==> src/rtl/ocwc_pkg.sv <==
// Package with constants and types for the overcurrent window control block
package ocwc_pkg;

  // ----------------------------------------------------------------
  // Channels and timing
  // ----------------------------------------------------------------
  localparam int NCH           = 5;
  localparam int CLK_PERIOD_NS = 50;
  localparam int T_TICK_NS     = 125000;
  localparam int TICK_CYC      = (T_TICK_NS + CLK_PERIOD_NS - 1) / CLK_PERIOD_NS;
  localparam int TICK_W        = 12;
  localparam int T_WIN1_US     = 2000;
  localparam int T_WIN2_US     = 8000;
  localparam int T_WIN3_US     = 64000;
  localparam int WIN1_TICKS    = T_WIN1_US * 1000 / T_TICK_NS;
  localparam int WIN2_TICKS    = T_WIN2_US * 1000 / T_TICK_NS;
  localparam int WIN3_TICKS    = T_WIN3_US * 1000 / T_TICK_NS;
  localparam int CNT_W         = 10;
  localparam int BALLAST_DIV   = 8;
  localparam int DIV_W         = 3;

  // ----------------------------------------------------------------
  // Register map and fields
  // ----------------------------------------------------------------
  localparam int         ADDR_W          = 8;
  localparam logic [7:0] ADDR_GLOBAL     = 8'h00;
  localparam logic [7:0] ADDR_ON_DEMAND  = 8'h04;
  localparam logic [7:0] ADDR_OC_CTRL    = 8'h08;
  localparam logic [7:0] ADDR_QUICK_STAT = 8'h0c;
  localparam logic [7:0] ADDR_CHAN_STAT0 = 8'h10;
  localparam int GLB_BALLAST_LSB   = 0;
  localparam int GLB_THERMAL_BIT   = 2;
  localparam int GLB_TRANSIENT_BIT = 3;
  localparam int OC_STATIC_LSB     = 0;
  localparam int OC_SHORT_LSB      = 8;
  localparam int OC_BYPASS_LSB     = 16;
  localparam int CST_STATE_LSB     = 1;
  localparam logic [1:0] BALLAST_ALL   = 2'h0;
  localparam logic [1:0] BALLAST_CH3   = 2'h1;
  localparam logic [1:0] BALLAST_CH34  = 2'h2;
  localparam logic [1:0] RST_BALLAST   = 2'h0;
  localparam logic [1:0] RESP_OKAY     = 2'h0;
  localparam logic [1:0] RESP_SLVERR   = 2'h2;

  typedef enum logic [2:0] {
    OCWC_OFF,
    OCWC_FIRST,
    OCWC_SECOND,
    OCWC_THIRD,
    OCWC_STATIC
  } ocwc_state_t;

endpackage

==> src/rtl/ocwc_chan_if.sv <==
// Interface between the control top and one channel window engine
`timescale 1ns/1ns
interface ocwc_chan_if;
  import ocwc_pkg::*;
  logic        on;
  logic        pwm;
  logic        full_duty;
  logic        open_load;
  logic        oc_trip;
  logic        tick;
  logic        bypass;
  logic        short_win;
  logic        ballast_en;
  logic        on_demand;
  ocwc_state_t state;
  logic        oc_event;

  modport top  (output on, pwm, full_duty, open_load, oc_trip, tick, bypass, short_win, ballast_en, on_demand,
                input  state, oc_event);
  modport chan (input  on, pwm, full_duty, open_load, oc_trip, tick, bypass, short_win, ballast_en, on_demand,
                output state, oc_event);
endinterface

==> src/rtl/ocwc_sync.sv <==
// Two-stage synchroniser for a vector of pin inputs
`timescale 1ns/1ns
module ocwc_sync #(
  parameter int W = 1
) (
  input  wire logic         aclk,
  input  wire logic         aresetn,
  input  wire logic [W-1:0] d,
  output logic      [W-1:0] q
);
  logic [W-1:0] meta;

  if (W < 1) begin : g_bad_width
    $error("ocwc_sync width must be at least 1");
  end

  always_ff @(posedge aclk) begin
    if (!aresetn) begin
      meta <= '0;
      q    <= '0;
    end else begin
      meta <= d;
      q    <= meta;
    end
  end
endmodule

==> src/rtl/ocwc_chan.sv <==
// Window sequencer for one output channel
`timescale 1ns/1ns
module ocwc_chan (
  input  wire logic  aclk,
  input  wire logic  aresetn,
  ocwc_chan_if.chan  cif
);
  import ocwc_pkg::*;

  logic             on_q;
  logic             on_rise;
  logic             restart;
  logic             in_window;
  logic             slowed;
  logic             step;
  logic             last;
  logic             ballast_armed;
  logic [CNT_W-1:0] cnt;
  logic [CNT_W-1:0] win_len;
  logic [DIV_W-1:0] div;
  ocwc_state_t      state;
  ocwc_state_t      next_state;

  assign cif.state = state;
  assign on_rise   = cif.on & ~on_q;
  // In PWM the control toggles every period, so only a start from off restarts
  assign restart   = on_rise & (~cif.pwm | (state == OCWC_OFF));
  assign in_window = (state == OCWC_FIRST) | (state == OCWC_SECOND) | (state == OCWC_THIRD);
  assign slowed    = (state == OCWC_SECOND) & ballast_armed & cif.full_duty & cif.open_load;
  assign step      = cif.tick & cif.on & (~slowed | (div == DIV_W'(BALLAST_DIV - 1)));
  assign last      = step & (cnt >= win_len - CNT_W'(1));

  always_comb begin
    case (state)
      OCWC_FIRST:  win_len = CNT_W'(WIN1_TICKS);
      OCWC_SECOND: win_len = CNT_W'(WIN2_TICKS);
      OCWC_THIRD:  win_len = CNT_W'(WIN3_TICKS);
      default:     win_len = CNT_W'(WIN3_TICKS);
    endcase
    if (cif.short_win) win_len = win_len >> 1;
  end

  always_comb begin
    next_state = state;
    if (restart) begin
      next_state = cif.bypass ? OCWC_STATIC : OCWC_FIRST;
    end else if (cif.on && on_q && cif.oc_trip && state != OCWC_OFF) begin
      next_state = (state == OCWC_STATIC && cif.on_demand) ? OCWC_SECOND : OCWC_OFF;
    end else if (!cif.on && !cif.pwm) begin
      next_state = OCWC_OFF;
    end else if (cif.on && cif.bypass && in_window) begin
      next_state = OCWC_STATIC;
    end else if (last) begin
      case (state)
        OCWC_FIRST:  next_state = OCWC_SECOND;
        OCWC_SECOND: next_state = OCWC_THIRD;
        OCWC_THIRD:  next_state = OCWC_STATIC;
        default:     next_state = state;
      endcase
    end
  end

  always_ff @(posedge aclk) begin
    if (!aresetn) state <= OCWC_OFF;
    else          state <= next_state;
  end

  always_ff @(posedge aclk) begin
    if (!aresetn)                               cnt <= '0;
    else if (restart || next_state != state)    cnt <= '0;
    else if (step)                              cnt <= cnt + CNT_W'(1);
  end

  // Divider runs on gated ticks so the slowed window still only counts while on
  always_ff @(posedge aclk) begin
    if (!aresetn)                               div <= '0;
    else if (restart || next_state != state)    div <= '0;
    else if (cif.tick && cif.on && slowed)      div <= div + DIV_W'(1);
  end

  always_ff @(posedge aclk) begin
    if (!aresetn)     ballast_armed <= 1'b0;
    else if (restart) ballast_armed <= cif.ballast_en;
    else if (next_state == OCWC_SECOND && state == OCWC_STATIC) ballast_armed <= 1'b0;
  end

  always_ff @(posedge aclk) begin
    if (!aresetn) begin
      on_q         <= 1'b0;
      cif.oc_event <= 1'b0;
    end else begin
      on_q         <= cif.on;
      cif.oc_event <= ~restart & cif.on & on_q & cif.oc_trip & (state != OCWC_OFF);
    end
  end

  // ----------------------------------------------------------------
  // Checks
  // ----------------------------------------------------------------
  a_restart_full: assert property (@(posedge aclk) disable iff (!aresetn)
    restart && !cif.bypass |=> state == OCWC_FIRST && cnt == '0)
    else $error("restart did not begin the first window");
  a_turn_on_bypass: assert property (@(posedge aclk) disable iff (!aresetn)
    restart && cif.bypass |=> state == OCWC_STATIC)
    else $error("bypassed turn-on did not select static threshold");
  a_bypass_exit: assert property (@(posedge aclk) disable iff (!aresetn)
    !restart && cif.on && on_q && !cif.oc_trip && cif.bypass && in_window |=> state == OCWC_STATIC)
    else $error("bypass did not end the running window");
  a_rearm_second: assert property (@(posedge aclk) disable iff (!aresetn)
    !restart && cif.on && on_q && cif.oc_trip && cif.on_demand && state == OCWC_STATIC
    |=> state == OCWC_SECOND && !ballast_armed)
    else $error("on-demand rearm failed");
  a_default_trip: assert property (@(posedge aclk) disable iff (!aresetn)
    !restart && cif.on && on_q && cif.oc_trip && !cif.on_demand && state == OCWC_STATIC |=> state == OCWC_OFF)
    else $error("static trip without rearm did not shut off");
  a_gate_hold: assert property (@(posedge aclk) disable iff (!aresetn)
    cif.pwm && !cif.on && state != OCWC_OFF |=> $stable(cnt))
    else $error("window counter moved while output off");
  a_ballast_div: assert property (@(posedge aclk) disable iff (!aresetn)
    slowed && cif.on && on_q && !cif.oc_trip && !cif.bypass && cif.tick && div != DIV_W'(BALLAST_DIV - 1)
    |=> $stable(cnt) && div == $past(div) + DIV_W'(1))
    else $error("second window not slowed by eight");
  a_direct_clock: assert property (@(posedge aclk) disable iff (!aresetn)
    state == OCWC_SECOND && !cif.open_load && cif.on && on_q && !cif.oc_trip && !cif.bypass && step && !last
    |=> cnt == $past(cnt) + CNT_W'(1))
    else $error("second window not clocked directly");
endmodule

==> src/rtl/ocwc_top.sv <==
// Overcurrent window control for five outputs with an AXI4-Lite register slave
// Operation
// - Open load at full duty slows second window
// - Load present: second window clocked directly
// - Ballast extension stretches second window to 64ms
// - Extension armed each window start, not rearm
// - Ballast select picks which channels may extend
// - Default: after windows, static threshold only
// - On-demand: static trip reruns second, third windows
// - Overcurrent event clears channel's on-demand bit
// - Fault shown in quick and channel status
// - Static level select: 0 high, 1 low
// - Short-window bit halves every window
// - Bypass bit turns on without windows
// - Bypass ends running window immediately
// - Bypass while on selects static threshold
// - Thermal bit cuts first level when hot
// - Transient bit halves first-window level below detect voltage
// - Off-on toggle restarts windows, in PWM only from off; rewrite continues
// - Window counters advance only while commanded on
`timescale 1ns/1ns
module ocwc_top (
  input  wire logic                           aclk,
  input  wire logic                           aresetn,
  input  wire logic [ocwc_pkg::ADDR_W-1:0]    awaddr,
  input  wire logic [2:0]                     awprot,
  input  wire logic                           awvalid,
  output logic                                awready,
  input  wire logic [31:0]                    wdata,
  input  wire logic [3:0]                     wstrb,
  input  wire logic                           wvalid,
  output logic                                wready,
  output logic [1:0]                          bresp,
  output logic                                bvalid,
  input  wire logic                           bready,
  input  wire logic [ocwc_pkg::ADDR_W-1:0]    araddr,
  input  wire logic [2:0]                     arprot,
  input  wire logic                           arvalid,
  output logic                                arready,
  output logic [31:0]                         rdata,
  output logic [1:0]                          rresp,
  output logic                                rvalid,
  input  wire logic                           rready,
  input  wire logic [ocwc_pkg::NCH-1:0]       channel_on_signal,
  input  wire logic [ocwc_pkg::NCH-1:0]       pwm_mode,
  input  wire logic [ocwc_pkg::NCH-1:0]       full_duty,
  input  wire logic [ocwc_pkg::NCH-1:0]       open_load,
  input  wire logic [ocwc_pkg::NCH-1:0]       oc_trip,
  input  wire logic [ocwc_pkg::NCH-1:0]       vout_below_detect,
  input  wire logic                           die_hot,
  input  wire logic                           fail_mode,
  output logic [3*ocwc_pkg::NCH-1:0]          window_state,
  output logic [ocwc_pkg::NCH-1:0]            static_level_low,
  output logic                                first_level_cut,
  output logic [ocwc_pkg::NCH-1:0]            high_level_halved,
  output logic [ocwc_pkg::NCH-1:0]            fault_flag
);
  import ocwc_pkg::*;

  localparam int SW = 6 * NCH + 2;

  // ----------------------------------------------------------------
  // Pin synchronisation and window tick
  // ----------------------------------------------------------------
  logic [SW-1:0]     pins_s;
  logic [NCH-1:0]    on_s;
  logic [NCH-1:0]    pwm_s;
  logic [NCH-1:0]    duty_s;
  logic [NCH-1:0]    ol_s;
  logic [NCH-1:0]    trip_s;
  logic [NCH-1:0]    vlow_s;
  logic              hot_s;
  logic              fail_s;
  logic [TICK_W-1:0] tick_cnt;
  logic              tick;

  ocwc_sync #(.W(SW)) u_sync (
    .aclk    (aclk),
    .aresetn (aresetn),
    .d       ({fail_mode, die_hot, vout_below_detect, oc_trip, open_load, full_duty, pwm_mode,
                channel_on_signal}),
    .q       (pins_s)
  );
  assign {fail_s, hot_s, vlow_s, trip_s, ol_s, duty_s, pwm_s, on_s} = pins_s;

  always_ff @(posedge aclk) begin
    if (!aresetn) begin
      tick_cnt <= '0;
      tick     <= 1'b0;
    end else begin
      tick     <= (tick_cnt == TICK_W'(TICK_CYC - 1));
      tick_cnt <= (tick_cnt == TICK_W'(TICK_CYC - 1)) ? '0 : tick_cnt + TICK_W'(1);
    end
  end

  // ----------------------------------------------------------------
  // Configuration registers
  // ----------------------------------------------------------------
  logic [1:0]        ballast_select;
  logic              thermal_reduction_bit;
  logic              transient_reduction_bit;
  logic [NCH-1:0]    on_demand_rearm_bit;
  logic [NCH-1:0]    static_level_select;
  logic [NCH-1:0]    short_window_bit;
  logic [NCH-1:0]    window_bypass_bit;
  logic [NCH-1:0]    fault;
  logic [NCH-1:0]    fault_clr;
  logic [NCH-1:0]    chan_oc_ev;
  ocwc_state_t       chan_state [NCH];

  logic              aw_held;
  logic              w_held;
  logic [ADDR_W-1:0] aw_addr_q;
  logic [31:0]       w_data_q;
  logic [3:0]        w_strb_q;
  logic              do_write;
  logic [31:0]       wmask;
  logic [1:0]        eff_ballast;

  function automatic logic [31:0] merge(input logic [31:0] old, input logic [31:0] nw, input logic [31:0] m);
    merge = (old & ~m) | (nw & m);
  endfunction

  assign do_write = aw_held & w_held & ~bvalid;
  assign wmask    = {{8{w_strb_q[3]}}, {8{w_strb_q[2]}}, {8{w_strb_q[1]}}, {8{w_strb_q[0]}}};

  // Address and data are taken in either order, the response follows both
  always_ff @(posedge aclk) begin
    if (!aresetn) begin
      aw_held   <= 1'b0;
      w_held    <= 1'b0;
      aw_addr_q <= '0;
      w_data_q  <= '0;
      w_strb_q  <= '0;
      awready   <= 1'b0;
      wready    <= 1'b0;
      bvalid    <= 1'b0;
      bresp     <= RESP_OKAY;
    end else begin
      awready <= ~aw_held & ~(awvalid & awready) & ~bvalid;
      wready  <= ~w_held & ~(wvalid & wready) & ~bvalid;
      if (awvalid && awready) begin
        aw_held   <= 1'b1;
        aw_addr_q <= awaddr;
      end
      if (wvalid && wready) begin
        w_held   <= 1'b1;
        w_data_q <= wdata;
        w_strb_q <= wstrb;
      end
      if (do_write) begin
        aw_held <= 1'b0;
        w_held  <= 1'b0;
        bvalid  <= 1'b1;
        bresp   <= (aw_addr_q <= ADDR_OC_CTRL) ? RESP_OKAY : RESP_SLVERR;
      end else if (bvalid && bready) begin
        bvalid <= 1'b0;
      end
    end
  end

  always_ff @(posedge aclk) begin
    if (!aresetn) begin
      ballast_select          <= RST_BALLAST;
      thermal_reduction_bit   <= 1'b0;
      transient_reduction_bit <= 1'b0;
      static_level_select     <= '0;
      short_window_bit        <= '0;
      window_bypass_bit       <= '0;
    end else if (do_write && aw_addr_q == ADDR_GLOBAL) begin
      {transient_reduction_bit, thermal_reduction_bit, ballast_select} <=
        4'(merge(32'(
          {transient_reduction_bit, thermal_reduction_bit, ballast_select}), w_data_q, wmask));
    end else if (do_write && aw_addr_q == ADDR_OC_CTRL) begin
      static_level_select <= NCH'(merge(32'(static_level_select), w_data_q >> OC_STATIC_LSB, wmask >> OC_STATIC_LSB));
      short_window_bit    <= NCH'(merge(32'(short_window_bit), w_data_q >> OC_SHORT_LSB, wmask >> OC_SHORT_LSB));
      window_bypass_bit   <= NCH'(merge(32'(window_bypass_bit), w_data_q >> OC_BYPASS_LSB, wmask >> OC_BYPASS_LSB));
    end
  end

  // A trip in the same cycle as a host write leaves the bit cleared
  always_ff @(posedge aclk) begin
    if (!aresetn) begin
      on_demand_rearm_bit <= '0;
    end else if (do_write && aw_addr_q == ADDR_ON_DEMAND) begin
      on_demand_rearm_bit <= NCH'(merge(32'(on_demand_rearm_bit), w_data_q, wmask)) & ~chan_oc_ev;
    end else begin
      on_demand_rearm_bit <= on_demand_rearm_bit & ~chan_oc_ev;
    end
  end

  // Sticky fault; a new event wins over the read that clears it
  always_ff @(posedge aclk) begin
    if (!aresetn) fault <= '0;
    else          fault <= (fault & ~fault_clr) | chan_oc_ev;
  end

  // ----------------------------------------------------------------
  // Read channel
  // ----------------------------------------------------------------
  logic [31:0] rd_mux;
  logic        rd_ok;
  logic [ADDR_W-1:0] rd_idx;

  assign rd_idx = (araddr - ADDR_CHAN_STAT0) >> 2;

  always_comb begin
    rd_mux    = '0;
    rd_ok     = 1'b1;
    fault_clr = '0;
    case (araddr)
      ADDR_GLOBAL:     rd_mux = 32'({transient_reduction_bit, thermal_reduction_bit, ballast_select});
      ADDR_ON_DEMAND:  rd_mux = 32'(on_demand_rearm_bit);
      ADDR_OC_CTRL:    rd_mux = (32'(window_bypass_bit) << OC_BYPASS_LSB) | (32'(short_window_bit) << OC_SHORT_LSB)
                                | (32'(static_level_select) << OC_STATIC_LSB);
      ADDR_QUICK_STAT: rd_mux = 32'(fault);
      default: begin
        if (araddr >= ADDR_CHAN_STAT0 && araddr[1:0] == 2'h0 && rd_idx < ADDR_W'(NCH)) begin
          rd_mux = (32'(chan_state[rd_idx[2:0]]) << CST_STATE_LSB) | 32'(fault[rd_idx[2:0]]);
          fault_clr[rd_idx[2:0]] = arvalid & arready;
        end else begin
          rd_ok = 1'b0;
        end
      end
    endcase
  end

  always_ff @(posedge aclk) begin
    if (!aresetn) begin
      arready <= 1'b0;
      rvalid  <= 1'b0;
      rdata   <= '0;
      rresp   <= RESP_OKAY;
    end else begin
      arready <= ~rvalid & ~(arvalid & arready);
      if (arvalid && arready) begin
        rvalid <= 1'b1;
        rdata  <= rd_mux;
        rresp  <= rd_ok ? RESP_OKAY : RESP_SLVERR;
      end else if (rvalid && rready) begin
        rvalid <= 1'b0;
      end
    end
  end

  // ----------------------------------------------------------------
  // Channels
  // ----------------------------------------------------------------
  // Fail mode forces every per-channel option except the on-demand rearm bit back to its reset meaning
  assign eff_ballast = fail_s ? BALLAST_ALL : ballast_select;

  genvar gi;
  generate
    for (gi = 0; gi < NCH; gi++) begin : g_chan
      ocwc_chan_if cif ();
      assign cif.on         = on_s[gi];
      assign cif.pwm        = pwm_s[gi];
      assign cif.full_duty  = duty_s[gi];
      assign cif.open_load  = ol_s[gi];
      assign cif.oc_trip    = trip_s[gi];
      assign cif.tick       = tick;
      assign cif.bypass     = window_bypass_bit[gi] & ~fail_s;
      assign cif.short_win  = short_window_bit[gi] & ~fail_s;
      assign cif.on_demand  = on_demand_rearm_bit[gi];
      assign cif.ballast_en = (eff_ballast == BALLAST_ALL) | ((eff_ballast == BALLAST_CH3) & (gi == 2))
                              | ((eff_ballast == BALLAST_CH34) & (gi == 2 || gi == 3));
      assign chan_oc_ev[gi] = cif.oc_event;
      assign chan_state[gi] = cif.state;

      ocwc_chan u_chan (
        .aclk    (aclk),
        .aresetn (aresetn),
        .cif     (cif)
      );
    end
  endgenerate

  // ----------------------------------------------------------------
  // Threshold outputs
  // ----------------------------------------------------------------
  always_ff @(posedge aclk) begin
    if (!aresetn) begin
      window_state      <= '0;
      static_level_low  <= '0;
      first_level_cut   <= 1'b0;
      high_level_halved <= '0;
      fault_flag        <= '0;
    end else begin
      for (int i = 0; i < NCH; i++) begin
        window_state[3*i +: 3] <= chan_state[i];
        high_level_halved[i]   <= transient_reduction_bit & vlow_s[i] & on_s[i]
                                  & (chan_state[i] == OCWC_FIRST);
      end
      static_level_low <= static_level_select & ~{NCH{fail_s}};
      first_level_cut  <= thermal_reduction_bit & hot_s;
      fault_flag       <= fault;
    end
  end

  // ----------------------------------------------------------------
  // Checks
  // ----------------------------------------------------------------
  a_od_cleared: assert property (@(posedge aclk) disable iff (!aresetn)
    |chan_oc_ev |=> (on_demand_rearm_bit & $past(chan_oc_ev)) == '0)
    else $error("on-demand bit not cleared by overcurrent");
  a_fault_sticky: assert property (@(posedge aclk) disable iff (!aresetn)
    |chan_oc_ev |=> ##1 (fault_flag & $past(chan_oc_ev, 2)) == $past(chan_oc_ev, 2))
    else $error("overcurrent not reported");
  a_fail_static: assert property (@(posedge aclk) disable iff (!aresetn)
    fail_s |=> static_level_low == '0)
    else $error("fail mode did not force high static level");
  a_thermal_cut: assert property (@(posedge aclk) disable iff (!aresetn)
    thermal_reduction_bit && hot_s |=> first_level_cut)
    else $error("thermal reduction not applied");
endmodule

==> config.mk <==
export PLATFORM = sky130hd
export DESIGN_NAME = ocwc_top
export DESIGN_NICKNAME = d
export VERILOG_FILES = /design/src/rtl/ocwc_pkg.sv /design/src/rtl/ocwc_chan_if.sv /design/src/rtl/ocwc_sync.sv /design/src/rtl/ocwc_chan.sv /design/src/rtl/ocwc_top.sv
export SDC_FILE = /design/constraint.sdc
export NUM_CORES = 1
export LEC_CHECK = 0
export BUFFER_PORTS_ARGS = -buffer_cell sky130_fd_sc_hd__buf_2
export CORE_UTILIZATION = 40
export DETAILED_ROUTE_END_ITERATION = 10
export MAX_ROUTING_LAYER = met4
export PLACE_DENSITY = 0.62
export RECOVER_POWER = 100
export SKIP_LAST_GASP = 1
export SYNTH_ARGS = -nofsm -noshare
export SYNTH_HDL_FRONTEND = slang
export SYNTH_SLANG_ARGS = --single-unit
export TNS_END_PERCENT = 30
==> constraint.sdc <==
create_clock -name aclk -period 3.3 [get_ports aclk]
set_input_delay 0.495 -clock aclk [delete_from_list [all_inputs] [get_ports aclk]]
set_output_delay 0.495 -clock aclk [all_outputs]
set_load 0.02 [all_outputs]
# ---- Word level (Yosys, flattened, before mapping)
# Cells that the tools add are included.
dict set report word_totals {
  wordCells 496
  register_bits 307
  inputBits 97
  out_inout_bits 72
}
dict set report op_classes {
  n_addsub 17
  bitwise 178
  magnitude_cmp 11
  reduce_logical 106
  n_eq_ne 43
  mux 81
}
# operator count
set op_table {}
lappend op_table {{one-hot mux 10 bit (2 select lines)} 5}
lappend op_table {{bitwise AND 1 bit} 96}
lappend op_table {{two-way mux 3 bit} 32}
lappend op_table {{one-hot mux 21 bit (4 select lines)} 1}
lappend op_table {{logical AND 1 bit} 61}
lappend op_table {{bitwise AND 5 bit} 12}
lappend op_table {{adder 10 x 1 -> 10 bit (second input constant)} 5}
lappend op_table {{>= comparator 10 bit} 5}
lappend op_table {{two-way mux 10 bit} 5}
lappend op_table {{subtractor 10 x 1 -> 10 bit (second input constant)} 5}
lappend op_table {{== test 3 x 2 -> 1 bit (second input constant)} 15}
lappend op_table {{one-hot mux 3 bit (3 select lines)} 5}
lappend op_table {{== test 3 bit (second input constant)} 10}
lappend op_table {{NOT 1 bit} 30}
lappend op_table {{NOT 5 bit} 6}
lappend op_table {{OR 5 bit} 5}
lappend op_table {{== test 8 x 4 -> 1 bit (second input constant)} 3}
lappend op_table {{OR 1 bit} 23}
lappend op_table {{OR 21 x 13 -> 21 bit} 1}
lappend op_table {{OR 21 x 5 -> 21 bit} 1}
lappend op_table {{two-way mux 1 bit} 18}
lappend op_table {{== test 8 x 3 -> 1 bit (second input constant)} 2}
lappend op_table {{logical NOT 8 bit} 2}
lappend op_table {{two-way mux 2 bit} 8}
lappend op_table {{32 further kinds} 80}

# ---- Longest topological paths before layout
dict set report logic_depth {
  word_depth 17
  mapped_depth 14
  ltp_nobuf 12
}

# ---- Hierarchy
# Synthesis repeated with hierarchy kept, for this count alone.
dict set report unflattened {
  hier_cells 1481
  hier_area_um2 13404.1
}
# module area_per_inst_um2 n_inst cells_each
set modules_own_cells {}
lappend modules_own_cells {{ocwc_chan (g_chan[0].u_chan ...)} 1327.5 4 160}
lappend modules_own_cells {ocwc_top 4936.0 1 548}
lappend modules_own_cells {ocwc_sync 1791.7 1 134}
lappend modules_own_cells {{ocwc_chan (g_chan[4].u_chan)} 1366.3 1 159}

# ---- Worst setup path after synthesis
# Ideal clock, no wire load.
dict set report synth_timing {
  kind {register -> register}
  from {register g_chan[2].u_chan.state[0]}
  to {register g_chan[2].u_chan.cnt[1]}
  arrival_time_ns 2.546
  setup_slack_ns 0.689
  path_buffers 2
  path_stages_with_launch 13
  required_ns 3.235
  path_cell_list {dfxtp_1 -> clkbuf_1 -> nand2_1 -> or2_2 -> nor2_1 -> ha_1 -> a311o_1 -> a21oi_1 -> o21ai_0 -> and3b_1 -> a211o_1 -> buf_2 -> nor2_1}
}
dict set report synth_via {
  elab_chain_cells 16
  elab_cells_between_ends 34
  cone_classes {1 x add/sub; 1 x order compare; 5 x eq/ne; 9 x mux; 11 x bitwise; 7 x reduce/logical}
}
# element line
set synth_rtl {}
lappend synth_rtl {{from (decl)} ocwc_chan.sv:21} ;# ocwc_state_t state;
lappend synth_rtl {{from (signal assigned)} ocwc_chan.sv:65} ;# else state <= next_state;
lappend synth_rtl {{branches (longest 16 deep; another with subtractor 10 x 1 -> 10 bit)} -}
lappend synth_rtl {{to (signal assigned)} ocwc_chan.sv:71} ;# else if (step) cnt <= cnt + CNT_W'(1);
lappend synth_rtl {{to (decl)} ocwc_chan.sv:18} ;# logic [CNT_W-1:0] cnt;
# Parallel ways; which one is timed is not known.
# A chain may end at the register's enable or synchronous reset.

# ---- Worst setup path after layout
dict set report layout_timing {
  from {register g_chan[3].u_chan.state[1]}
  to {register g_chan[3].u_chan.cnt[4]}
}
dict set report layout_via {
  elab_chain_cells 16
  elab_cells_between_ends 34
  cone_classes {1 x add/sub; 1 x order compare; 5 x eq/ne; 9 x mux; 11 x bitwise; 7 x reduce/logical}
}
# element line
set layout_rtl {}
lappend layout_rtl {{from (decl)} ocwc_chan.sv:21}
lappend layout_rtl {{from (signal assigned)} ocwc_chan.sv:65}
lappend layout_rtl {{branches (longest 16 deep; another with subtractor 10 x 1 -> 10 bit)} -}
lappend layout_rtl {{to (signal assigned)} ocwc_chan.sv:71}
lappend layout_rtl {{to (decl)} ocwc_chan.sv:18}
# Parallel ways; which one is timed is not known.

==> impl_results.html <==
<table>
<tr><th>Metric</th><th>Value</th></tr>
<tr><th colspan="2">Synth</th></tr>
<tr><td>Number of warning messages in the yosys log</td><td>0</td></tr>
<tr><td>Fraction of synthesis flops using an asynchronous set or reset pin</td><td>0</td></tr>
<tr><td>Netlist area before placement</td><td>12300 µm²</td></tr>
<tr><td>Synthesized instance count</td><td>1343</td></tr>
<tr><td>Distinct cell type count after synthesis</td><td>81</td></tr>
<tr><td>Number of flops mapped to enable cells by yosys</td><td>0</td></tr>
<tr><td>Count of state elements after synthesis</td><td>282</td></tr>
<tr><td>Sequential share of the synthesized area</td><td>0.461</td></tr>
<tr><td>Post-synthesis average cell area</td><td>9.12 µm²</td></tr>
<tr><td>Flip-flop cell with the highest count after synthesis</td><td>dfxtp_1</td></tr>
<tr><th colspan="2">Routing</th></tr>
<tr><td>Total Wirelength</td><td>28100 µm</td></tr>
<tr><td>Drt drc</td><td>0</td></tr>
<tr><td>Number of routed nets with antenna violations</td><td>0</td></tr>
<tr><td>Vias per std cell</td><td>5.09</td></tr>
<tr><td>DRC violation total after the first TritonRoute iteration</td><td>590</td></tr>
<tr><td>Routed len/inst</td><td>15.0 µm</td></tr>
<tr><td>Vias</td><td>9524</td></tr>
<tr><td>Number of optimization iterations in the first detailed-route pass</td><td>5</td></tr>
<tr><th colspan="2">Floorplanning</th></tr>
<tr><td>Die area</td><td>31300 µm²</td></tr>
<tr><td>Y dimension of the die</td><td>177 µm</td></tr>
<tr><td>Count of standard-cell rows</td><td>63</td></tr>
<tr><td>Core box area</td><td>29900 µm²</td></tr>
<tr><td>Starting density of the core</td><td>0.410</td></tr>
<tr><td>X dimension of the die</td><td>177 µm</td></tr>
<tr><td>Boundary pin count</td><td>169</td></tr>
<tr><th colspan="2">Power</th></tr>
<tr><td>Switching Power</td><td>1.62 mW</td></tr>
<tr><td>P_int</td><td>5.73 mW</td></tr>
<tr><td>LEAKAGE</td><td>5.61 nW</td></tr>
<tr><td>Power per Cell Area</td><td>522 nW/µm²</td></tr>
<tr><td>Sequential share of power</td><td>0.479</td></tr>
<tr><td>Worst supply voltage drop on vdd</td><td>0.431 mV</td></tr>
<tr><td>Total power draw</td><td>7.35 mW</td></tr>
<tr><td>Sw frac</td><td>0.220</td></tr>
<tr><td>Combinational share of power</td><td>0.046</td></tr>
<tr><td>Clock power frac</td><td>0.474</td></tr>
<tr><th colspan="2">Timing</th></tr>
<tr><td>Worst-Margin Slew</td><td>1.80 ns</td></tr>
<tr><td>Total of endpoints with negative setup slack in the final report</td><td>0</td></tr>
<tr><td>Post-Route Setup TNS</td><td>0 ns</td></tr>
<tr><td>Remaining max-slew budget at the tightest pin</td><td>-0.197</td></tr>
<tr><td>Worst Clk Skew</td><td>0.0129 ns</td></tr>
<tr><td>RSZ-0062 raised after global routing</td><td>false</td></tr>
<tr><td>Fmax</td><td>345 MHz</td></tr>
<tr><td>Final number of max-transition violations</td><td>37</td></tr>
<tr><td>Final worst path period share</td><td>0.878</td></tr>
<tr><td>Final hold viol count</td><td>0</td></tr>
<tr><td>Min Tclk post-route</td><td>2.90 ns</td></tr>
<tr><th colspan="2">Min path</th></tr>
<tr><td>Path category of the worst min-delay check</td><td>in2reg</td></tr>
<tr><th colspan="2">Global route</th></tr>
<tr><td>Number of antenna violations at the first check in global routing</td><td>1</td></tr>
<tr><td>Wire length of the first global-routing pass</td><td>45700 µm</td></tr>
<tr><td>Vias in the first global route</td><td>9073</td></tr>
<tr><td>Pin count of the biggest net entering global routing</td><td>55</td></tr>
<tr><td>Total routing usage reported by global routing</td><td>0.186</td></tr>
<tr><td>Total grt overflow</td><td>0</td></tr>
<tr><th colspan="2">Clocking</th></tr>
<tr><td>Post_cts resized</td><td>0</td></tr>
<tr><td>Number of buffers added for setup after CTS</td><td>0</td></tr>
<tr><td>Clock Pin Slew Worst Setup and Hold Paths</td><td>0.06 ns</td></tr>
<tr><td>Clock root buffer</td><td>clkbuf_16</td></tr>
<tr><td>Latest clock arrival within the worst-skew pair</td><td>0.55 ns</td></tr>
<tr><td>Worst-case clock buffer depth</td><td>3</td></tr>
<tr><td>Number of buffers added to fix hold violations after cts</td><td>0</td></tr>
<tr><td>CTS sink cnt</td><td>282</td></tr>
<tr><td>CTS H-Tree Depth</td><td>1</td></tr>
<tr><td>Number of CTS-inserted buffers</td><td>29</td></tr>
<tr><td>Clock tree from TritonCTS</td><td>done</td></tr>
<tr><th colspan="2">Setup path</th></tr>
<tr><td>Arrival time of the worst setup path</td><td>3.38 ns</td></tr>
<tr><td>Startpoint kind of the worst setup timing path</td><td>register</td></tr>
<tr><td>Buffers &amp; Inverters on Critical Path</td><td>2</td></tr>
<tr><td>Max FO, Critical Path</td><td>13</td></tr>
<tr><td>Endpoint type of the worst setup path</td><td>register</td></tr>
<tr><td>Crit Path Category</td><td>reg2reg</td></tr>
<tr><td>Required time reported for the critical path endpoint</td><td>3.79 ns</td></tr>
<tr><td>Peak per-stage delay on the critical path</td><td>0.54 ns</td></tr>
<tr><td>Critical Path Slowest Stage Cell</td><td>clkbuf_1</td></tr>
<tr><td>Cell mode on critical path</td><td>a21oi_1</td></tr>
<tr><td>Critical-path cell list</td><td>clkbuf_1 &gt; nand2_1 &gt; a21oi_1 &gt; ha_1 &gt; a21oi_1 &gt; o21ai_0 &gt; o21bai_1 &gt; a211oi_1 &gt; o211ai_1 &gt; buf_4 &gt; nor2_1</td></tr>
<tr><td>Largest delay share family, worst path</td><td>compound AO/OA/AOI/OAI gates</td></tr>
<tr><th colspan="2">Final layout</th></tr>
<tr><td>Fraction of final layout cells with drive strength greater than 1</td><td>0.111</td></tr>
<tr><td>Number of nets in the final layout</td><td>1610</td></tr>
<tr><td>Area Overhead vs Synth</td><td>15.0%</td></tr>
<tr><td>Most used cells in the layout excluding fill and tap cells</td><td>dfxtp_1 (282), nor2_1 (155), nand2_1 (139), a21oi_1 (76), buf_2 (70)</td></tr>
<tr><td>Commonest non-fill, non-tap cell in the layout</td><td>dfxtp_1</td></tr>
<tr><th colspan="2">Status</th></tr>
<tr><td>Failing checks</td><td>capacitance limit, slew limit</td></tr>
<tr><td>Run status</td><td>finished, violations left</td></tr>
<tr><th colspan="2">Place</th></tr>
<tr><td>Port Buffer Count</td><td>125</td></tr>
<tr><td>Final estimated routing congestion in global placement</td><td>0.896</td></tr>
<tr><td>Sum of net half-perimeters after detailed placement</td><td>20300 µm</td></tr>
<tr><th colspan="2">Run</th></tr>
<tr><td>MaxCap Viol Count</td><td>1</td></tr>
</table>
[routing by layer]
metal,share of wire,GRT usage
met1,0.46,0.237
met2,0.46,0.299
met3,0.050,0.0354
met4,0.026,0.0539
met5,0,-
[path summary, 6_finish.rpt]
check	slack (ns)	end	start	cells after the start
setup / recovery	0.40	g_chan[3].u_chan.cnt[4]	g_chan[3].u_chan.cif.state[1]	11
hold reg to reg	0.42	on_demand_rearm_bit[2]	g_chan[2].u_chan.cif.oc_event	1
hold / removal	0.14	u_sync.meta[13]	full_duty[3]	2
setup reg to reg	0.40	g_chan[3].u_chan.cnt[4]	g_chan[3].u_chan.cif.state[1]	11
[cells by family after synthesis]
group           Yosys count  share of synthesized area
fa+ha+maj                53                     0.0541
mux                      42                     0.0431
xor+xnor                 66                     0.0472
simple gates            593                      0.244
other cells               2                   0.000613
compound gates          191                      0.106
buf+inv                 114                     0.0446
flops                   282                      0.461
[synthesized netlist by cell type, types with 12 or more instances]
cell / n / share of area
xnor2_1: 25 / 0.018
dfxtp_1: 282 / 0.46
nand2b_1: 20 / 0.010
xor2_1: 41 / 0.029
nand2_1: 139 / 0.043
ha_1: 53 / 0.054
o21ai_0: 13 / 0.0053
nor3_1: 27 / 0.011
nand4_1: 30 / 0.015
inv_1: 33 / 0.010
a21oi_1: 76 / 0.031
clkbuf_1: 42 / 0.013
mux2i_1: 28 / 0.023
buf_4: 20 / 0.012
and2_1: 93 / 0.047
nand3_1: 54 / 0.022
a31oi_1: 12 / 0.0061
and3_1: 20 / 0.010
nor2_1: 147 / 0.045
[layout make-up]
| cell class | instances | area (µm²) |
|---|---|---|
| multi-input combinational | 969 | 6120 |
| sequential | 282 | 5650 |
| tap | 390 | 488 |
| fill | 2867 | 15800 |
| clock inverter | 15 | 215 |
| antenna | 1 | 2.50 |
| clock buffer | 37 | 816 |
| timing repair buffer | 144 | 672 |
| inverter | 34 | 128 |
[worst reg2reg max path, cell delays in order, from the launching register on]
cell,delay [ns]
dfxtp_1,0.32
clkbuf_1,0.54
nand2_1,0.22
a21oi_1,0.24
ha_1,0.27
a21oi_1,0.14
o21ai_0,0.09
o21bai_1,0.21
a211oi_1,0.34
o211ai_1,0.14
buf_4,0.20
nor2_1,0.13
[sequential cells by signal, indices dropped and copies added, names as in the netlist, 8 cells and up, named ones only]
signal                   cells
window_state                15
aw_addr_q                    8
g_chan.u_chan.div           15
g_chan.u_chan.cif.state     15
u_sync.meta                 32
tick_cnt                    12
u_sync.q                    32
g_chan.u_chan.cnt           50
rdata                       15
w_data_q                    15
[power groups by stage]
stage                     logic, mW  registers (mW)  clock network [mW]
after global routing          0.381            3.53                3.70
after floorplan               0.257            3.59                   0
final                         0.339            3.52                3.49
after CTS                     0.349            3.52                3.56
after detailed placement      0.347            3.60                   0
after global placement        0.342            3.60                   0
[metrics by stage]
stage           util  area [µm²]  worst slack [ns]  instances  hold WS [ns]
2_1_floorplan      -       12300             0.689       1365         0.402
5_1_grt        0.472       14100            0.0943       1872         0.132
3_3_place_gp   0.441       13200             0.504       1819         0.414
6_report       0.472       14100             0.403       1872         0.144
4_1_cts        0.475       14200             0.431       1871         0.119
3_5_place_dp   0.441       13200             0.446       1819         0.411
No activity file was read; power rests on OpenSTA's default activity.
